===== config.mk =====
export PLATFORM = sky130hd
export DESIGN_NAME = tim_irq_dma_ctrl
export DESIGN_NICKNAME = d
export VERILOG_FILES = /design/src/tim_irq_pkg.sv /design/src/tim_irq_dma_ctrl.sv
export SDC_FILE = /design/constraint.sdc
export NUM_CORES = 1
export LEC_CHECK = 0
export BUFFER_PORTS_ARGS = -buffer_cell sky130_fd_sc_hd__buf_2
export CAP_MARGIN = 20
export CORE_AREA = 2 2 129 131
export DETAILED_ROUTE_END_ITERATION = 8
export DIE_AREA = 0 0 131 133
export GPL_TIMING_DRIVEN = 0
export PLACE_DENSITY = 0.5
export SLEW_MARGIN = 15
export SYNTH_ARGS = -nofsm -noshare
export SYNTH_HDL_FRONTEND = slang
export SYNTH_SLANG_ARGS = --single-unit

===== constraint.sdc =====
create_clock -name i_clk -period 5.5 [get_ports i_clk]
set_clock_uncertainty 0.15 [all_clocks]
set_input_delay 0.55 -clock i_clk [delete_from_list [all_inputs] [get_ports i_clk]]
set_output_delay 0.55 -clock i_clk [all_outputs]
set_load 0.1 [all_outputs]

===== src/tim_irq_pkg.sv =====
// Package: register map, field positions and carrier types for the timer request logic
package tim_irq_pkg;

  localparam logic [31:0] ENABLE_OFFSET = 32'h0000_000C;
  localparam logic [31:0] STATUS_OFFSET = 32'h0000_0010;
  localparam logic [31:0] SLAVE_MODE_OFFSET = 32'h0000_0008;

  localparam logic [15:0] ENABLE_RESET = 16'h0000;
  localparam logic [15:0] STATUS_RESET = 16'h0000;
  localparam logic [15:0] ENABLE_MASK = 16'h7FFF;
  localparam logic [15:0] STATUS_MASK = 16'h1EFF;

  localparam int UPDATE_BIT = 0;
  localparam int CHAN_BIT_LO = 1;
  localparam int SWAP_BIT = 5;
  localparam int TRIGGER_BIT = 6;
  localparam int BRAKE_BIT = 7;
  localparam int UPDATE_DMA_BIT = 8;
  localparam int CHAN_DMA_LO = 9;
  localparam int SWAP_DMA_BIT = 13;
  localparam int TRIGGER_DMA_BIT = 14;
  localparam int OVERCAP_LO = 9;

  localparam logic [2:0] SLAVE_MODE_GATED = 3'h5;
  localparam logic [2:0] SLAVE_MODE_RESET = 3'h0;

  localparam logic [1:0] RESP_OKAY = 2'h0;
  localparam logic [1:0] RESP_SLVERR = 2'h2;

  // Timer core events, each a one-cycle pulse in the bus clock domain
  typedef struct packed {
    logic update;
    logic [3:0] capture;
    logic [3:0] compare;
    logic [3:0] capture_read;
    logic swap;
    logic trigger_edge;
    logic trigger_any_edge;
  } timer_events_t;

  typedef struct packed {
    logic update;
    logic [3:0] chan;
    logic swap;
    logic trigger;
  } dma_requests_t;

endpackage

===== src/tim_irq_dma_ctrl.sv =====
// Interrupt and DMA request enable and status logic with an AXI4-Lite slave
//
// Overview of operation
// Trigger DMA request gated by bit 14
// Swap event DMA request gated by bit 13
// Channel DMA requests gated by bits 9-12
// Update DMA request gated by bit 8
// Brake interrupt gated by bit 7
// Trigger interrupt gated by bit 6
// Swap event interrupt gated by bit 5
// Channel interrupts gated by bits 1-4
// Update interrupt gated by bit 0; enables reset zero
// Over-capture flags only meaningful in capture mode
// Capture while event flag set sets over-capture
// Writing zero clears over-capture until next
// Brake active level sets sticky brake flag; code sets it only on entry to the active level
// Trigger event sets trigger flag; gated any edge
// Swap event sets swap flag
// Reserved bits read zero, ignore writes
// Capture sets flag; cleared by write or read
// Update event sets update flag
// Gated mode counts only while trigger high
// Writing one leaves status flags unchanged
// Interrupt high while any flag and enable set
`timescale 1ns/10ps
`default_nettype none
module tim_irq_dma_ctrl
  import tim_irq_pkg::*;
#(
  parameter int CHANNELS = 4
) (
  input wire logic i_clk,
  input wire logic i_reset_n,
  input wire logic [31:0] i_awaddr,
  input wire logic i_awvalid,
  output logic o_awready,
  input wire logic [31:0] i_wdata,
  input wire logic [3:0] i_wstrb,
  input wire logic i_wvalid,
  output logic o_wready,
  output logic [1:0] o_bresp,
  output logic o_bvalid,
  input wire logic i_bready,
  input wire logic [31:0] i_araddr,
  input wire logic i_arvalid,
  output logic o_arready,
  output logic [31:0] o_rdata,
  output logic [1:0] o_rresp,
  output logic o_rvalid,
  input wire logic i_rready,
  input wire timer_events_t i_events,
  input wire logic [CHANNELS-1:0] i_chan_is_input,
  input wire logic i_brake_pin,
  input wire logic i_brake_active_high,
  input wire logic i_trigger_input,
  output logic o_count_enable,
  output logic o_irq,
  output dma_requests_t o_dma_req
);

  logic [15:0] enable_reg;
  logic [15:0] status_reg;
  logic [15:0] status_next;
  logic [2:0] slave_mode_reg;
  logic [1:0] brake_sync_reg;
  logic [1:0] trig_sync_reg;
  logic brake_level_prev_reg;
  logic [31:0] awaddr_reg;
  logic [31:0] wdata_reg;
  logic [3:0] wstrb_reg;
  logic aw_held_reg;
  logic w_held_reg;
  logic do_write;
  logic [15:0] wr_mask;
  logic wr_enable;
  logic wr_status;
  logic rd_take;
  logic [CHANNELS-1:0] capture_reg_read;
  logic brake_active;
  logic brake_detect;
  logic [15:0] irq_sources;
  logic [CHANNELS-1:0] chan_dma_next;

  // Pins pass two flops before any logic looks at them
  always_ff @(posedge i_clk) begin
    if (!i_reset_n) begin
      brake_sync_reg <= 2'b00;
      trig_sync_reg <= 2'b00;
    end else begin
      brake_sync_reg <= {brake_sync_reg[0], i_brake_pin};
      trig_sync_reg <= {trig_sync_reg[0], i_trigger_input};
    end
  end

  assign brake_active = (brake_sync_reg[1] == i_brake_active_high);

  always_ff @(posedge i_clk) begin
    if (!i_reset_n) begin
      // Taken as active at reset: an idle level must be seen before a brake counts
      brake_level_prev_reg <= 1'b1;
    end else begin
      brake_level_prev_reg <= brake_active;
    end
  end

  // Edge detect on entry to the active level, re-arming only after the level goes away
  assign brake_detect = brake_active && !brake_level_prev_reg;
  assign o_count_enable = (slave_mode_reg == SLAVE_MODE_GATED) ? trig_sync_reg[1] : 1'b1;

  // Write channel: address and data may arrive in either order
  assign o_awready = !aw_held_reg && !o_bvalid;
  assign o_wready = !w_held_reg && !o_bvalid;
  assign do_write = aw_held_reg && w_held_reg && !o_bvalid;

  always_ff @(posedge i_clk) begin
    if (!i_reset_n) begin
      aw_held_reg <= 1'b0;
      awaddr_reg <= 32'h0000_0000;
    end else if (do_write) begin
      aw_held_reg <= 1'b0;
    end else if (i_awvalid && o_awready) begin
      aw_held_reg <= 1'b1;
      awaddr_reg <= i_awaddr;
    end
  end

  always_ff @(posedge i_clk) begin
    if (!i_reset_n) begin
      w_held_reg <= 1'b0;
      wdata_reg <= 32'h0000_0000;
      wstrb_reg <= 4'h0;
    end else if (do_write) begin
      w_held_reg <= 1'b0;
    end else if (i_wvalid && o_wready) begin
      w_held_reg <= 1'b1;
      wdata_reg <= i_wdata;
      wstrb_reg <= i_wstrb;
    end
  end

  always_ff @(posedge i_clk) begin
    if (!i_reset_n) begin
      o_bvalid <= 1'b0;
      o_bresp <= RESP_OKAY;
    end else if (do_write) begin
      o_bvalid <= 1'b1;
      o_bresp <= (wr_enable || wr_status || awaddr_reg == SLAVE_MODE_OFFSET) ?
                 RESP_OKAY : RESP_SLVERR;
    end else if (i_bready) begin
      o_bvalid <= 1'b0;
    end
  end

  assign wr_mask = {{8{wstrb_reg[1]}}, {8{wstrb_reg[0]}}};
  assign wr_enable = do_write && awaddr_reg == ENABLE_OFFSET;
  assign wr_status = do_write && awaddr_reg == STATUS_OFFSET;

  always_ff @(posedge i_clk) begin
    if (!i_reset_n) begin
      enable_reg <= ENABLE_RESET;
    end else if (wr_enable) begin
      enable_reg <= ((enable_reg & ~wr_mask) | (wdata_reg[15:0] & wr_mask)) & ENABLE_MASK;
    end
  end

  always_ff @(posedge i_clk) begin
    if (!i_reset_n) begin
      slave_mode_reg <= SLAVE_MODE_RESET;
    end else if (do_write && awaddr_reg == SLAVE_MODE_OFFSET && wstrb_reg[0]) begin
      slave_mode_reg <= wdata_reg[2:0];
    end
  end

  // Read channel
  assign o_arready = !o_rvalid;
  assign rd_take = i_arvalid && o_arready;

  always_ff @(posedge i_clk) begin
    if (!i_reset_n) begin
      o_rvalid <= 1'b0;
      o_rdata <= 32'h0000_0000;
      o_rresp <= RESP_OKAY;
    end else if (rd_take) begin
      o_rvalid <= 1'b1;
      o_rresp <= RESP_OKAY;
      case (i_araddr)
        ENABLE_OFFSET: o_rdata <= {16'h0000, enable_reg};
        STATUS_OFFSET: o_rdata <= {16'h0000, status_reg & STATUS_MASK};
        SLAVE_MODE_OFFSET: o_rdata <= {29'h000_0000, slave_mode_reg};
        default: begin
          o_rdata <= 32'h0000_0000;
          o_rresp <= RESP_SLVERR;
        end
      endcase
    end else if (i_rready) begin
      o_rvalid <= 1'b0;
    end
  end

  // Capture register reads arrive as pulses from the capture datapath
  assign capture_reg_read = i_events.capture_read;

  // Status: clear by writing zero, hardware set wins over the clear
  always_comb begin
    status_next = status_reg;
    if (wr_status) begin
      status_next = status_reg & (wdata_reg[15:0] | ~wr_mask);
    end
    for (int c = 0; c < CHANNELS; c++) begin
      if (capture_reg_read[c] && i_chan_is_input[c]) begin
        status_next[CHAN_BIT_LO + c] = 1'b0;
      end
    end
    if (i_events.update) begin
      status_next[UPDATE_BIT] = 1'b1;
    end
    for (int c = 0; c < CHANNELS; c++) begin
      if (i_chan_is_input[c] && i_events.capture[c]) begin
        status_next[CHAN_BIT_LO + c] = 1'b1;
        if (status_reg[CHAN_BIT_LO + c]) begin
          status_next[OVERCAP_LO + c] = 1'b1;
        end
      end
      if (!i_chan_is_input[c] && i_events.compare[c]) begin
        status_next[CHAN_BIT_LO + c] = 1'b1;
      end
    end
    if (i_events.swap) begin
      status_next[SWAP_BIT] = 1'b1;
    end
    if ((slave_mode_reg == SLAVE_MODE_GATED) ? i_events.trigger_any_edge
                                             : i_events.trigger_edge) begin
      status_next[TRIGGER_BIT] = 1'b1;
    end
    if (brake_detect) begin
      status_next[BRAKE_BIT] = 1'b1;
    end
    status_next = status_next & STATUS_MASK;
  end

  always_ff @(posedge i_clk) begin
    if (!i_reset_n) begin
      status_reg <= STATUS_RESET;
    end else begin
      status_reg <= status_next;
    end
  end

  // Interrupt enables sit at the same positions as their flags
  assign irq_sources = status_reg & enable_reg & 16'h00FF;
  assign o_irq = |irq_sources;

  // Channel requests follow a capture or a compare pulse
  for (genvar c = 0; c < CHANNELS; c++) begin : g_chan_dma
    assign chan_dma_next[c] = (i_events.capture[c] || i_events.compare[c]) &&
                              enable_reg[CHAN_DMA_LO + c];
  end

  // One process owns the whole request word, so no field has two drivers
  always_ff @(posedge i_clk) begin
    if (!i_reset_n) begin
      o_dma_req <= '0;
    end else begin
      o_dma_req.update <= i_events.update && enable_reg[UPDATE_DMA_BIT];
      o_dma_req.chan <= chan_dma_next;
      o_dma_req.swap <= i_events.swap && enable_reg[SWAP_DMA_BIT];
      // Only a fresh trigger flag requests, so a burst of triggers asks once
      o_dma_req.trigger <= status_next[TRIGGER_BIT] && !status_reg[TRIGGER_BIT] &&
                           enable_reg[TRIGGER_DMA_BIT];
    end
  end

  // Rule checks; channel 0 stands for the other channels
  chk_trig_dma_gate: assert property (@(posedge i_clk) disable iff (!i_reset_n)
    o_dma_req.trigger |-> $past(enable_reg[TRIGGER_DMA_BIT]))
    else $error("trigger dma without enable");
  chk_swap_dma_gate: assert property (@(posedge i_clk) disable iff (!i_reset_n)
    $past(i_events.swap) && $past(enable_reg[SWAP_DMA_BIT]) && $past(i_reset_n) |-> o_dma_req.swap)
    else $error("swap dma request missing");
  chk_chan_dma_gate: assert property (@(posedge i_clk) disable iff (!i_reset_n)
    o_dma_req.chan[0] |-> $past(enable_reg[CHAN_DMA_LO]))
    else $error("channel dma without enable");
  chk_update_dma_gate: assert property (@(posedge i_clk) disable iff (!i_reset_n)
    o_dma_req.update == ($past(i_events.update) && $past(enable_reg[UPDATE_DMA_BIT])))
    else $error("update dma mismatch");
  chk_irq_or_terms: assert property (@(posedge i_clk) disable iff (!i_reset_n)
    i_events.update && enable_reg[UPDATE_BIT] && !wr_enable |=> o_irq)
    else $error("irq not raised by enabled flag");
  chk_overcap_set: assert property (@(posedge i_clk) disable iff (!i_reset_n)
    i_chan_is_input[0] && i_events.capture[0] && status_reg[CHAN_BIT_LO]
    |=> status_reg[OVERCAP_LO])
    else $error("over-capture not set");
  chk_brake_sticky: assert property (@(posedge i_clk) disable iff (!i_reset_n)
    status_reg[BRAKE_BIT] && !wr_status |=> status_reg[BRAKE_BIT])
    else $error("brake flag dropped without clear");
  chk_reserved_zero: assert property (@(posedge i_clk) disable iff (!i_reset_n)
    (status_reg & ~STATUS_MASK) == 16'h0000 && !enable_reg[15])
    else $error("reserved bit set");
  chk_gated_count: assert property (@(posedge i_clk) disable iff (!i_reset_n)
    slave_mode_reg == SLAVE_MODE_GATED && !trig_sync_reg[1] |-> !o_count_enable)
    else $error("counting while gate low");
  chk_write_one_keeps: assert property (@(posedge i_clk) disable iff (!i_reset_n)
    wr_status && &wr_mask && wdata_reg[15:0] == 16'hFFFF && status_reg[UPDATE_BIT]
    |=> status_reg[UPDATE_BIT])
    else $error("write one disturbed flag");
  chk_overcap_clear: assert property (@(posedge i_clk) disable iff (!i_reset_n)
    wr_status && wr_mask[OVERCAP_LO] && !wdata_reg[OVERCAP_LO] &&
    !(i_chan_is_input[0] && i_events.capture[0]) |=> !status_reg[OVERCAP_LO])
    else $error("over-capture not cleared");
  chk_trig_flag_set: assert property (@(posedge i_clk) disable iff (!i_reset_n)
    slave_mode_reg != SLAVE_MODE_GATED && i_events.trigger_edge |=> status_reg[TRIGGER_BIT])
    else $error("trigger flag not set");
  chk_gated_any_edge: assert property (@(posedge i_clk) disable iff (!i_reset_n)
    slave_mode_reg == SLAVE_MODE_GATED && i_events.trigger_any_edge
    |=> status_reg[TRIGGER_BIT])
    else $error("gated edge did not set trigger flag");
  chk_swap_flag_set: assert property (@(posedge i_clk) disable iff (!i_reset_n)
    i_events.swap |=> status_reg[SWAP_BIT])
    else $error("swap flag not set");
  chk_capture_flag_set: assert property (@(posedge i_clk) disable iff (!i_reset_n)
    i_chan_is_input[0] && i_events.capture[0] |=> status_reg[CHAN_BIT_LO])
    else $error("capture flag not set");
  chk_capread_clear: assert property (@(posedge i_clk) disable iff (!i_reset_n)
    i_chan_is_input[0] && capture_reg_read[0] && !i_events.capture[0]
    |=> !status_reg[CHAN_BIT_LO])
    else $error("capture read did not clear flag");
  chk_update_flag_set: assert property (@(posedge i_clk) disable iff (!i_reset_n)
    i_events.update |=> status_reg[UPDATE_BIT])
    else $error("update flag not set");
  chk_brake_flag_set: assert property (@(posedge i_clk) disable iff (!i_reset_n)
    brake_detect |=> status_reg[BRAKE_BIT])
    else $error("brake flag not set");
  chk_irq_masked: assert property (@(posedge i_clk) disable iff (!i_reset_n)
    enable_reg[7:0] == 8'h00 |-> !o_irq)
    else $error("irq raised with all enables off");
  chk_trig_dma_pulse: assert property (@(posedge i_clk) disable iff (!i_reset_n)
    enable_reg[TRIGGER_DMA_BIT] && !status_reg[TRIGGER_BIT] &&
    slave_mode_reg != SLAVE_MODE_GATED && i_events.trigger_edge |=> o_dma_req.trigger)
    else $error("trigger dma request missing");

  // Main scenarios the bench is expected to reach
  cov_overcapture: cover property (@(posedge i_clk) status_reg[OVERCAP_LO]);
  cov_irq_raised: cover property (@(posedge i_clk) $rose(o_irq));
  cov_set_beats_clear: cover property (@(posedge i_clk) wr_status && i_events.update);
  cov_trig_dma: cover property (@(posedge i_clk) o_dma_req.trigger);
  cov_gated_trigger: cover property (@(posedge i_clk)
    slave_mode_reg == SLAVE_MODE_GATED && i_events.trigger_any_edge);

endmodule
`default_nettype wire


## Word level (Yosys, flattened, before mapping)

Index checks and enable logic that the tools add are counted.

- Multiplexer cells: 34
- Equal/unequal tests: 8
- Reduce and logical (&&, ||, !) cells: 62
- Bitwise gates (word level): 9

Operator list:

| kind | count |
|---|---|
| == test 32 x 4 -> 1 bit, second input constant | 4 |
| == test 32 x 5 -> 1 bit, second input constant | 2 |
| one-hot mux 15 bit (3 select lines) | 1 |
| logical AND 1 bit | 32 |
| bitwise AND 15 bit | 2 |
| 2-to-1 mux 1 bit | 30 |
| nonzero test 4 bit | 4 |
| inverter 15 bit | 1 |
| bitwise OR 15 bit | 1 |
| bitwise AND 13 bit | 1 |
| 2-to-1 mux 13 bit | 1 |
| bitwise OR 13 bit | 1 |
| zero test 1 bit | 10 |
| nonzero test 2 bit | 5 |
| bitwise AND 8 bit | 1 |
| OR reduction 8 bit | 1 |
| logical OR 1 bit | 6 |
| 2-to-1 mux 2 bit | 2 |
| AND reduction 2 bit | 2 |
| == test 3 bit, second input constant | 1 |
| OR reduction 3 bit | 1 |
| inverter 1 bit | 2 |
| OR reduction 2 bit | 1 |
| == test 1 bit | 1 |

- Input bits: 130
- Word-level logic and storage cells: 140
- Bits in registers: 131

## Logic depth before layout (Yosys ltp)

Gate-level depths: netlist of the first run.

- Word-level depth: 7
- Gate-level depth with buffers: 6
- Depth with buffers taken out: 4

## Worst setup path before layout of the first run

OpenSTA, ideal clock, no wires.

- Kind: reg2reg
- Start point: register o_bvalid
- End point: register wdata_reg[0]
- Setup slack: 2.150 ns
- Arrival time: 3.124 ns
- Cell stages (with the launch flop): 7
- Data required time: 5.274 ns
- Clock period less this slack: 3.350 ns
- Library setup time: 0.076 ns
- Cells stage by stage: dfxtp_1 nor2_1 and2_1 clkbuf_1 clkbuf_1 nand2_1 a21boi_0

- Cells in the longest elaborated chain, start to end: 4
- Elaborated cells between the ends (all ways): 6
- Those cells by class: 1 x bitwise; 5 x reduce/logical

Ends and longest elaborated chain:

| what | RTL line | source |
|---|---|---|
| start, declared | tim_irq_dma_ctrl.sv:42 | `output logic o_bvalid,` |
| start signal, assigned | tim_irq_dma_ctrl.sv:143 | `o_bvalid <= 1'b0;` |
| start signal, assigned | tim_irq_dma_ctrl.sv:146 | `o_bvalid <= 1'b1;` |
| start signal, assigned | tim_irq_dma_ctrl.sv:150 | `o_bvalid <= 1'b0;` |
| zero test 1 bit | tim_irq_dma_ctrl.sv:112 | `assign o_wready = !w_held_reg && !o_bvalid;` |
| logical AND 1 bit | tim_irq_dma_ctrl.sv:112 |  |
| named net o_wready | tim_irq_dma_ctrl.sv:40 | `output logic o_wready,` |
| logical AND 1 bit | tim_irq_dma_ctrl.sv:134 | `end else if (i_wvalid && o_wready) begin` |
| AND reduction 2 bit (no source line) | - |  |
| end signal, assigned | tim_irq_dma_ctrl.sv:136 | `wdata_reg <= i_wdata;` |
| end, declared | tim_irq_dma_ctrl.sv:69 | `logic [31:0] wdata_reg;` |

The timed path passes the listed nets, and every way through them passes these cells.
A chain may end at the register's enable or synchronous reset.

## Worst setup path after layout of the first run

- Start point: register awaddr_reg[12]
- End point: register status_reg[3]

- Cells in the longest elaborated chain, start to end: 3

Ends and longest elaborated chain:

| what | RTL line | source |
|---|---|---|
| start, declared | tim_irq_dma_ctrl.sv:68 | `logic [31:0] awaddr_reg;` |
| start signal, assigned | tim_irq_dma_ctrl.sv:123 | `awaddr_reg <= i_awaddr;` |
| == test 32 x 5 -> 1 bit | tim_irq_dma_ctrl.sv:156 | `assign wr_status = do_write && awaddr_reg == STATUS_OFFSET;` |
| logical AND 1 bit | tim_irq_dma_ctrl.sv:156 |  |
| nonzero test 4 bit (no source line) | - |  |
| end signal, assigned | tim_irq_dma_ctrl.sv:245 | `status_reg <= status_next;` |
| end, declared | tim_irq_dma_ctrl.sv:62 | `logic [15:0] status_reg;` |

No other way between the ends.

==> impl_metrics.env, run 1 <==
export IMPL_ir_worst_vdd_uv=148
export IMPL_avgSynthCellArea_um2=8.67
export IMPL_synth_seq_cells=112
export IMPL_clk_pin_slew_ps=70
export IMPL_ys_warn_count=0
export IMPL_mostFrequentLayoutCell="nand2_1"
export IMPL_final_nets=849
export IMPL_hold_slack_ps=248
export IMPL_postCtsSetupBuffers=0
export IMPL_yosysSeqAreaShare_pct=47.1
export IMPL_crit_type="flop to flop"
export IMPL_hp_class="input port to flop"
export IMPL_antenna_cells=0
export IMPL_worst_pin_slew_ps=1240
export IMPL_io_pins=180
export IMPL_ant_nets=0
export IMPL_maxCapViolations=0
export IMPL_clock_sinks=112
export IMPL_antenna_found_initial=0
export IMPL_ctsHoldBuffers=0
export IMPL_final_cell_mix="nand2_1, buf_2, dfxtp_1"
export IMPL_cp_max_fo=7
export IMPL_max_freq_ghz=0.384
export IMPL_grt_pass1_wl_um=22400
export IMPL_setup_violations=0
export IMPL_clock_latency_ps=360
export IMPL_vias_per_cell=4.70
export IMPL_tritoncts="built"
export IMPL_fillers=1717
export IMPL_grt_ovfl_total=0
export IMPL_grt_use_total_pct=16.7
export IMPL_endpoint_kind="flop"
export IMPL_drv_slew=0
export IMPL_rsz0062_at_grt="no"
export IMPL_cts_resized=0
export IMPL_leakage_uw=0.00252
export IMPL_design_core_area_um2=16200
export IMPL_drc=0
export IMPL_tns_ps=0
export IMPL_finalWeightedCongestion=0.861
export IMPL_hpwl_um=11200
export IMPL_initial_core_util_pct=29.4
export IMPL_die_w_um=131
export IMPL_critPathLaunchType="flop"
export IMPL_firstDrtPassIters=4
export IMPL_arrival_ps=2630
export IMPL_worstPathRequired_ps=5530
export IMPL_max_slew_margin_pct=16.5
export IMPL_netlist_instances=549
export IMPL_cts_root_buffer="clkbuf_16"
export IMPL_drt_iter0_drc=201
export IMPL_syn_cell_area_um2=4760
export IMPL_drive_gt1_share_pct=26.2
export IMPL_finalHoldViolCount=0
export IMPL_first_global_vias=4427
export IMPL_wl_per_cell_um=14.9
export IMPL_syn2layout_area_growth_pct=28.5
export IMPL_fp_dieArea_um2=17400
export IMPL_fin_crit_ps=2600
export IMPL_power_per_cell_area_nw_per_um2=304
export IMPL_drt_total_wl_um=14100
export IMPL_rrSetupSlack_ps=2900
export IMPL_die_height_um=133
export IMPL_grt_max_degree=19
export IMPL_rows=47
export IMPL_route_vias_total=4439
export IMPL_placed_area_um2=5810
export IMPL_htreeDepth=3
export IMPL_cts_buffer_depth=2
export IMPL_cts_buffers=9
export IMPL_fin_area_um2=6120
export IMPL_io_buffers=141
export IMPL_synth_cell_type_count=40
export IMPL_status="complete, no violations"
export IMPL_fin_crit_sh_pct=47.3
-- critical path, cell delays in order (launching register included) --
cell	delay [ps]
dfxtp_1	320
nor4_2	400
nand4_1	330
nor3_1	1070
a21oi_1	150
-- through the flow --
| stage | setup WS [ps] | std cells | util (%) | total power, uW |
|---|---|---|---|---|
| 3_3_place_gp | 2950 | 928 | 35.9 | 1200 |
| 3_5_place_dp | 2920 | 928 | 35.9 | 1200 |
| 6_report | 2900 | 944 | 37.8 | 1860 |
| 2_1_floorplan | 2150 | 567 | - | 1110 |
| 5_1_grt | 2760 | 944 | 37.8 | 1940 |
| 4_1_cts | 2980 | 944 | 37.8 | 1880 |
-- layout make-up --
cell class | count | area, um^2 | share of cell area, %
Clock buffer | 10 | 239 | 3.91
Inverter | 3 | 11.3 | 0.184
Sequential cell | 112 | 2240 | 36.7
Multi-Input combinational cell | 402 | 2310 | 37.8
Clock inverter | 6 | 68.8 | 1.13
Buffer | 50 | 260 | 4.26
Timing Repair Buffer | 141 | 706 | 11.5
Tap cell | 220 | 275 | 4.50
-- path summary, 6_finish.rpt --
path,start,end,cells after the start
worst min-delay path,i_brake_pin,brake_sync_reg[0]$_SDFF_PN0_,2
worst min register to register,trig_sync_reg[0]$_SDFF_PN0_,trig_sync_reg[1]$_SDFF_PN0_,1
worst max register to register,awaddr_reg[12]$_SDFFE_PN0P_,status_reg[3]$_SDFFE_PN0P_,4
worst max-delay path,awaddr_reg[12]$_SDFFE_PN0P_,status_reg[3]$_SDFFE_PN0P_,4
-- metal layers --
layer / GRT usage (%) / vias up / wire, um
met5: 0 / - / 0
met4: 5.85 / 0 / 271
met3: 4.21 / 22 / 824
met2: 27.4 / 121 / 6710
met1: 21.1 / 2054 / 6270
li1: - / 2242 / -
-- Yosys cell counts (all sizes together) --
master	instances	area share [%]
and3b	1	0.18
nand2	144	11
and3	6	0.79
inv	3	0.24
o211a	1	0.21
nor4b	1	0.18
nand3	2	0.21
buf	21	3.2
o41ai	12	2.2
conb	1	0.079
and4	2	0.37
nor4	15	3.4
nor3	8	0.84
nand3b	3	0.47
or2	2	0.26
nand4	9	1.5
nor2	26	2.1
a31oi	5	0.66
a21boi	54	8.5
dfxtp	112	47
o311ai	11	2.0
o221ai	4	0.74
xor2	1	0.18
clkbuf	29	2.3
and2	8	1.1
a22oi	16	2.5
nand2b	2	0.26
a2bb2oi	3	0.55
o21ai	21	2.2
mux2	4	0.95
mux2i	8	1.7
nor3b	2	0.42
a21oi	9	0.95
nor2b	3	0.39
-- where the power goes --
group          switching, uW  internal [uW]  total [uW]
clock                    310            368         677
combinational            205           95.7         301
sequential              33.4            847         881
total                    548           1310        1860
-- cells by family (layout without fill, tap and decap cells) --
logic type      after synthesis  count (layout)  synth area share (%)
compound gates              136             136                  20.6
xor+xnor                      1               1                 0.184
buf+inv                      53             210                  5.70
flops                       112             112                  47.1
mux                          12              12                  2.63
other cells                   1              19                0.0788
simple gates                234             234                  23.7
Power figures use the tool's default switching activity.
==> inputs of run 2 (changes only) <==
PLACE_DENSITY = 0.52   (was 0.5)
clock period = 2.1 ns   (was 5.5 ns; I/O delays follow)
==> impl_metrics.env, run 2 (synthesis gave the netlist of run 1 again) <==
export IMPL_crit_type="flop to flop"
export IMPL_final_cell_mix="nand2_1, buf_2, dfxtp_1"
export IMPL_register_area_um2=2250
export IMPL_clk_pin_slew_ps=70
export IMPL_htreeDepth=3
export IMPL_maxCapViolations=0
export IMPL_die_height_um=133
export IMPL_status="complete, no violations"
export IMPL_clkPwrFrac_pct=35.3
export IMPL_route_vias_total=4693
export IMPL_cp_max_fo=10
export IMPL_cts_buffer_depth=2
export IMPL_finalWeightedCongestion=0.842
export IMPL_die_w_um=131
export IMPL_crit_chain="nor4_4 > nand4_1 > buf_4 > clkbuf_1 > o311ai_1 > o41ai_2"
export IMPL_wl_per_cell_um=14.4
export IMPL_ir_worst_vdd_uv=416
export IMPL_p_int_uw=3510
export IMPL_initial_core_util_pct=29.4
export IMPL_clock_sinks=112
export IMPL_cts_buffers=9
export IMPL_worstPathRequired_ps=2180
export IMPL_final_util_pct=42.5
export IMPL_instances_no_fill=1010
export IMPL_setup_violations=0
export IMPL_finalPower_uw=4960
export IMPL_firstDrtPassIters=5
export IMPL_drive_gt1_share_pct=26.1
export IMPL_critical_path_buf_inv_count=2
export IMPL_power_frac_comb_pct=18.2
export IMPL_worst_pin_slew_ps=651
export IMPL_fillers=1603
export IMPL_post_place_cells=928
export IMPL_tns_ps=0
export IMPL_final_setup_worst_slack_ps=48.3
export IMPL_first_global_vias=4613
export IMPL_vias_per_cell=4.65
export IMPL_hp_class="input port to flop"
export IMPL_max_freq_ghz=0.487
export IMPL_finalHoldViolCount=0
export IMPL_drt_total_wl_um=14500
export IMPL_fp_dieArea_um2=17400
export IMPL_cts_root_buffer="clkbuf_16"
export IMPL_p_seq_share_pct=46.5
export IMPL_endpoint_kind="flop"
export IMPL_cpLargestDelayFamily="compound AO/OA/AOI/OAI gates"
export IMPL_ant_nets=0
export IMPL_fin_crit_sh_pct=97.7
export IMPL_critPathLaunchType="flop"
export IMPL_grt_pass1_wl_um=23200
export IMPL_hpwl_um=11100
export IMPL_antenna_found_initial=0
export IMPL_leakage_uw=0.00285
export IMPL_place_ws_ps=-348
export IMPL_slowest_delay_ps=430
export IMPL_io_buffers=141
export IMPL_drv_slew=0
export IMPL_rsz0062_at_grt="yes"
export IMPL_p_switching_uw=1450
export IMPL_final_nets=916
export IMPL_grt_use_total_pct=17.2
export IMPL_clock_latency_ps=360
export IMPL_tritoncts="built"
export IMPL_grt_ovfl_total=0
export IMPL_fin_crit_ps=2050
export IMPL_mostFrequentLayoutCell="nand2_1"
export IMPL_syn2layout_area_growth_pct=44.3
export IMPL_power_per_cell_area_nw_per_um2=723
export IMPL_drt_iter0_drc=195
export IMPL_grt_max_degree=18
export IMPL_io_pins=180
export IMPL_slowest_stage="o311ai_1"
export IMPL_rows=47
export IMPL_multiInputGateArea_um2=2390
export IMPL_antenna_cells=0
export IMPL_drc=0
export IMPL_arrival_ps=2130
export IMPL_switching_share_pct=29.2
export IMPL_max_slew_margin_pct=56.3
export IMPL_design_core_area_um2=16200
run 2: worst paths after layout:
check,start,end,slack (ps),cells past startpoint
hold reg to reg,brake_sync_reg[0]$_SDFF_PN0_,brake_sync_reg[1]$_SDFF_PN0_,290,1
setup reg to reg,awaddr_reg[12]$_SDFFE_PN0P_,flop,50,6
hold / removal,i_events[6],status_reg[4]$_SDFFE_PN0P_,70,4
setup / recovery,awaddr_reg[12]$_SDFFE_PN0P_,flop,50,6
run 2: power groups by stage:
stage | Sequential [uW] | Combinational, uW | Clock, uW
after floorplan | 2360 | 539 | 0
after global placement | 2350 | 783 | 0
after detailed placement | 2360 | 796 | 0
after CTS | 2310 | 897 | 1780
after global routing | 2320 | 988 | 1860
final | 2310 | 901 | 1750
run 2: cell type report:
| class | instances | share of cell area, % |
|---|---|---|
| buffer | 49 | 3.81 |
| clock buffer | 12 | 3.59 |
| clock inverter | 3 | 0.638 |
| inverter | 3 | 0.164 |
| multi-input combinational | 402 | 34.8 |
| sequential | 112 | 32.7 |
| tap | 220 | 4.01 |
| timing repair buffer | 209 | 20.3 |
run 2: timing repair:
| item | in CTS | in global routing |
|---|---|---|
| pin swaps | 2 | 0 |
| gates resized for setup | 4 | 16 |
| cloned | 0 | 0 |
| buffers inserted | 3 | 0 |
| endpoints found under the setup margin | 23 | 17 |
| hold buffers | 65 | 0 |
| hold endpoints to repair | 62 | 0 |
run 2: routing by layer:
| metal | up-vias | global-route usage, % | share of wire (%) |
|---|---|---|---|
| met4 | 0 | 6.03 | 1.5 |
| met2 | 118 | 29.4 | 50 |
| met5 | - | 0 | 0 |
| met3 | 16 | 3.88 | 5.2 |
| met1 | 2182 | 20.9 | 44 |
| li1 | 2377 | - | - |
run 2: per-stage QoR:
step / hold slack [ps] / area (um^2)
floorplan: 176 / 4850
global placement: 264 / 5830
detailed placement: 269 / 5830
CTS: 61.7 / 6820
global route: 102 / 6870
finish: 65.7 / 6870
run 2: worst min-delay path: cells and delay by family:
family	cells	cell delay [ps]
simple gates	1	40
compound gates	2	210
buf+inv	1	80
==> inputs of run 3 (changes only) <==
CORE_AREA = 2 2 144 118   (was 2 2 129 131)
DIE_AREA = 0 0 146 120   (was 0 0 131 133)
GPL_TIMING_DRIVEN = not set   (was 0)
SLEW_MARGIN = not set   (was 15)
==> impl_metrics.env, run 3 (synthesis gave the netlist of run 1 again) <==
export IMPL_cts_buffer_depth=2
export IMPL_maxCapViolations=0
export IMPL_leakage_uw=0.00273
export IMPL_initial_core_util_pct=29.4
export IMPL_power_frac_comb_pct=17.4
export IMPL_syn2layout_area_growth_pct=40.0
export IMPL_min_path_cells=3
export IMPL_design_core_area_um2=16200
export IMPL_ant_nets=0
export IMPL_drt_iter0_drc=195
export IMPL_drv_slew=0
export IMPL_fin_crit_sh_pct=92.6
export IMPL_vias_per_cell=4.67
export IMPL_clock_sinks=112
export IMPL_switching_share_pct=29.3
export IMPL_antenna_cells=0
export IMPL_slowest_delay_ps=390
export IMPL_crit_chain="nor4_2 > nand4_1 > buf_4 > o311ai_0 > o41ai_1"
export IMPL_reg2regPathDepth=5
export IMPL_cp_depth=5
export IMPL_route_vias_total=4550
export IMPL_mostFrequentLayoutCell="nand2_1"
export IMPL_drt_total_wl_um=13800
export IMPL_post_place_cells=893
export IMPL_hp_class="input port to flop"
export IMPL_cts_buffers=9
export IMPL_hpwl_um=10200
export IMPL_grt_ovfl_total=0
export IMPL_status="complete, no violations"
export IMPL_first_global_vias=4341
export IMPL_drc=0
export IMPL_max_slew_margin_pct=59.2
export IMPL_clkPwrFrac_pct=35.4
export IMPL_grt_pass1_wl_um=22100
export IMPL_crit_type="flop to flop"
export IMPL_ir_worst_vdd_uv=310
export IMPL_worst_pin_slew_ps=613
export IMPL_die_w_um=146
export IMPL_worstPathRequired_ps=2180
export IMPL_grt_use_total_pct=16.1
export IMPL_fin_crit_ps=1940
export IMPL_setup_violations=0
export IMPL_finalHoldViolCount=0
export IMPL_arrival_ps=2030
export IMPL_critPathLaunchType="flop"
export IMPL_finalWeightedCongestion=0.767
export IMPL_firstDrtPassIters=4
export IMPL_cpLargestDelayFamily="simple AND/OR/NAND/NOR gates"
export IMPL_p_switching_uw=1440
export IMPL_endpoint_kind="flop"
export IMPL_slowest_stage="nor4_2"
export IMPL_cts_root_buffer="clkbuf_16"
export IMPL_final_cell_mix="nand2_1, buf_2, dfxtp_1"
export IMPL_tritoncts="built"
export IMPL_rows=42
export IMPL_fp_dieArea_um2=17500
export IMPL_drive_gt1_share_pct=25.1
export IMPL_clock_latency_ps=360
export IMPL_max_freq_ghz=0.514
export IMPL_final_nets=879
export IMPL_antenna_found_initial=0
export IMPL_wl_per_cell_um=14.1
export IMPL_p_int_uw=3460
export IMPL_io_pins=180
export IMPL_die_height_um=120
export IMPL_cp_max_fo=23
export IMPL_tns_ps=0
export IMPL_postCtsSetupBuffers=0
export IMPL_htreeDepth=3
export IMPL_clk_pin_slew_ps=80
export IMPL_io_buffers=141
export IMPL_p_seq_share_pct=47.2
export IMPL_critical_path_buf_inv_count=1
export IMPL_grt_max_degree=75
export IMPL_rsz0062_at_grt="no"
export IMPL_power_per_cell_area_nw_per_um2=735
export IMPL_instances_no_fill=974
[run 3: changes by cell type in the layout (fill, tap and decap cells not counted), sizes merged]
cell,change
inv,+2
clkinv,-1
buf,-9
clkinvlp,+1
bufinv,-1
clkbuf,-28
[run 3: worst min-delay path: stages]
cell      delay [ps]
buf_2             70
mux2i_1           70
a21boi_0         150
[run 3: worst paths after layout]
check / from / to / slack, ps
worst max-delay path: awaddr_reg[12]$_SDFFE_PN0P_ / flop / 160
worst max register to register: awaddr_reg[12]$_SDFFE_PN0P_ / flop / 160
worst min-delay path: i_events[0] / status_reg[6]$_SDFF_PN0_ / 50
worst min register to register: trig_sync_reg[0]$_SDFF_PN0_ / trig_sync_reg[1]$_SDFF_PN0_ / 300
[run 3: final cells by class]
cell class                 count  area [um^2]
timing repair buffer         221         1490
clock inverter                 4         33.8
clock buffer                  12          268
multi-input combinational    402         2330
tap                          220          275
inverter                       3         11.3
sequential                   112         2250
fill                        1668         9520
[run 3: routing by layer]
| metal | up-vias | part of all wire, % | global-route usage [%] |
|---|---|---|---|
| li1 | 2303 | - | - |
| met3 | 18 | 7.5 | 4.87 |
| met5 | - | 0 | 0 |
| met1 | 2070 | 48 | 22.0 |
| met4 | 0 | 1.9 | 4.85 |
| met2 | 159 | 43 | 24.4 |
[run 3: through the flow]
stage / setup slack, ps / power [uW] / instance area, um^2 / hold WS, ps / util (%)
after floorplan: 36.2 / 2900 / 4850 / 176 / -
after global placement: 211 / 3100 / 5710 / 274 / 35.3
after detailed placement: 151 / 3120 / 5710 / 268 / 35.3
after CTS: 141 / 4960 / 6660 / 38.5 / 41.1
after global routing: 7.36 / 5140 / 6660 / 56.6 / 41.2
final: 155 / 4900 / 6660 / 53.5 / 41.2
[run 3: power groups by stage]
stage | logic (uW) | clock network, uW | registers [uW]
final | 854 | 1730 | 2310
after global routing | 934 | 1880 | 2320
after CTS | 857 | 1790 | 2310
after detailed placement | 762 | 0 | 2360
after global placement | 749 | 0 | 2350
after floorplan | 539 | 0 | 2360
[run 3: timing repair]
| action | CTS | global route |
|---|---|---|
| gates resized for setup | 0 | 1 |
| endpoints found under the setup margin | 0 | 1 |
| hold buffers | 65 | 0 |
| endpoints found under the hold margin | 60 | 0 |
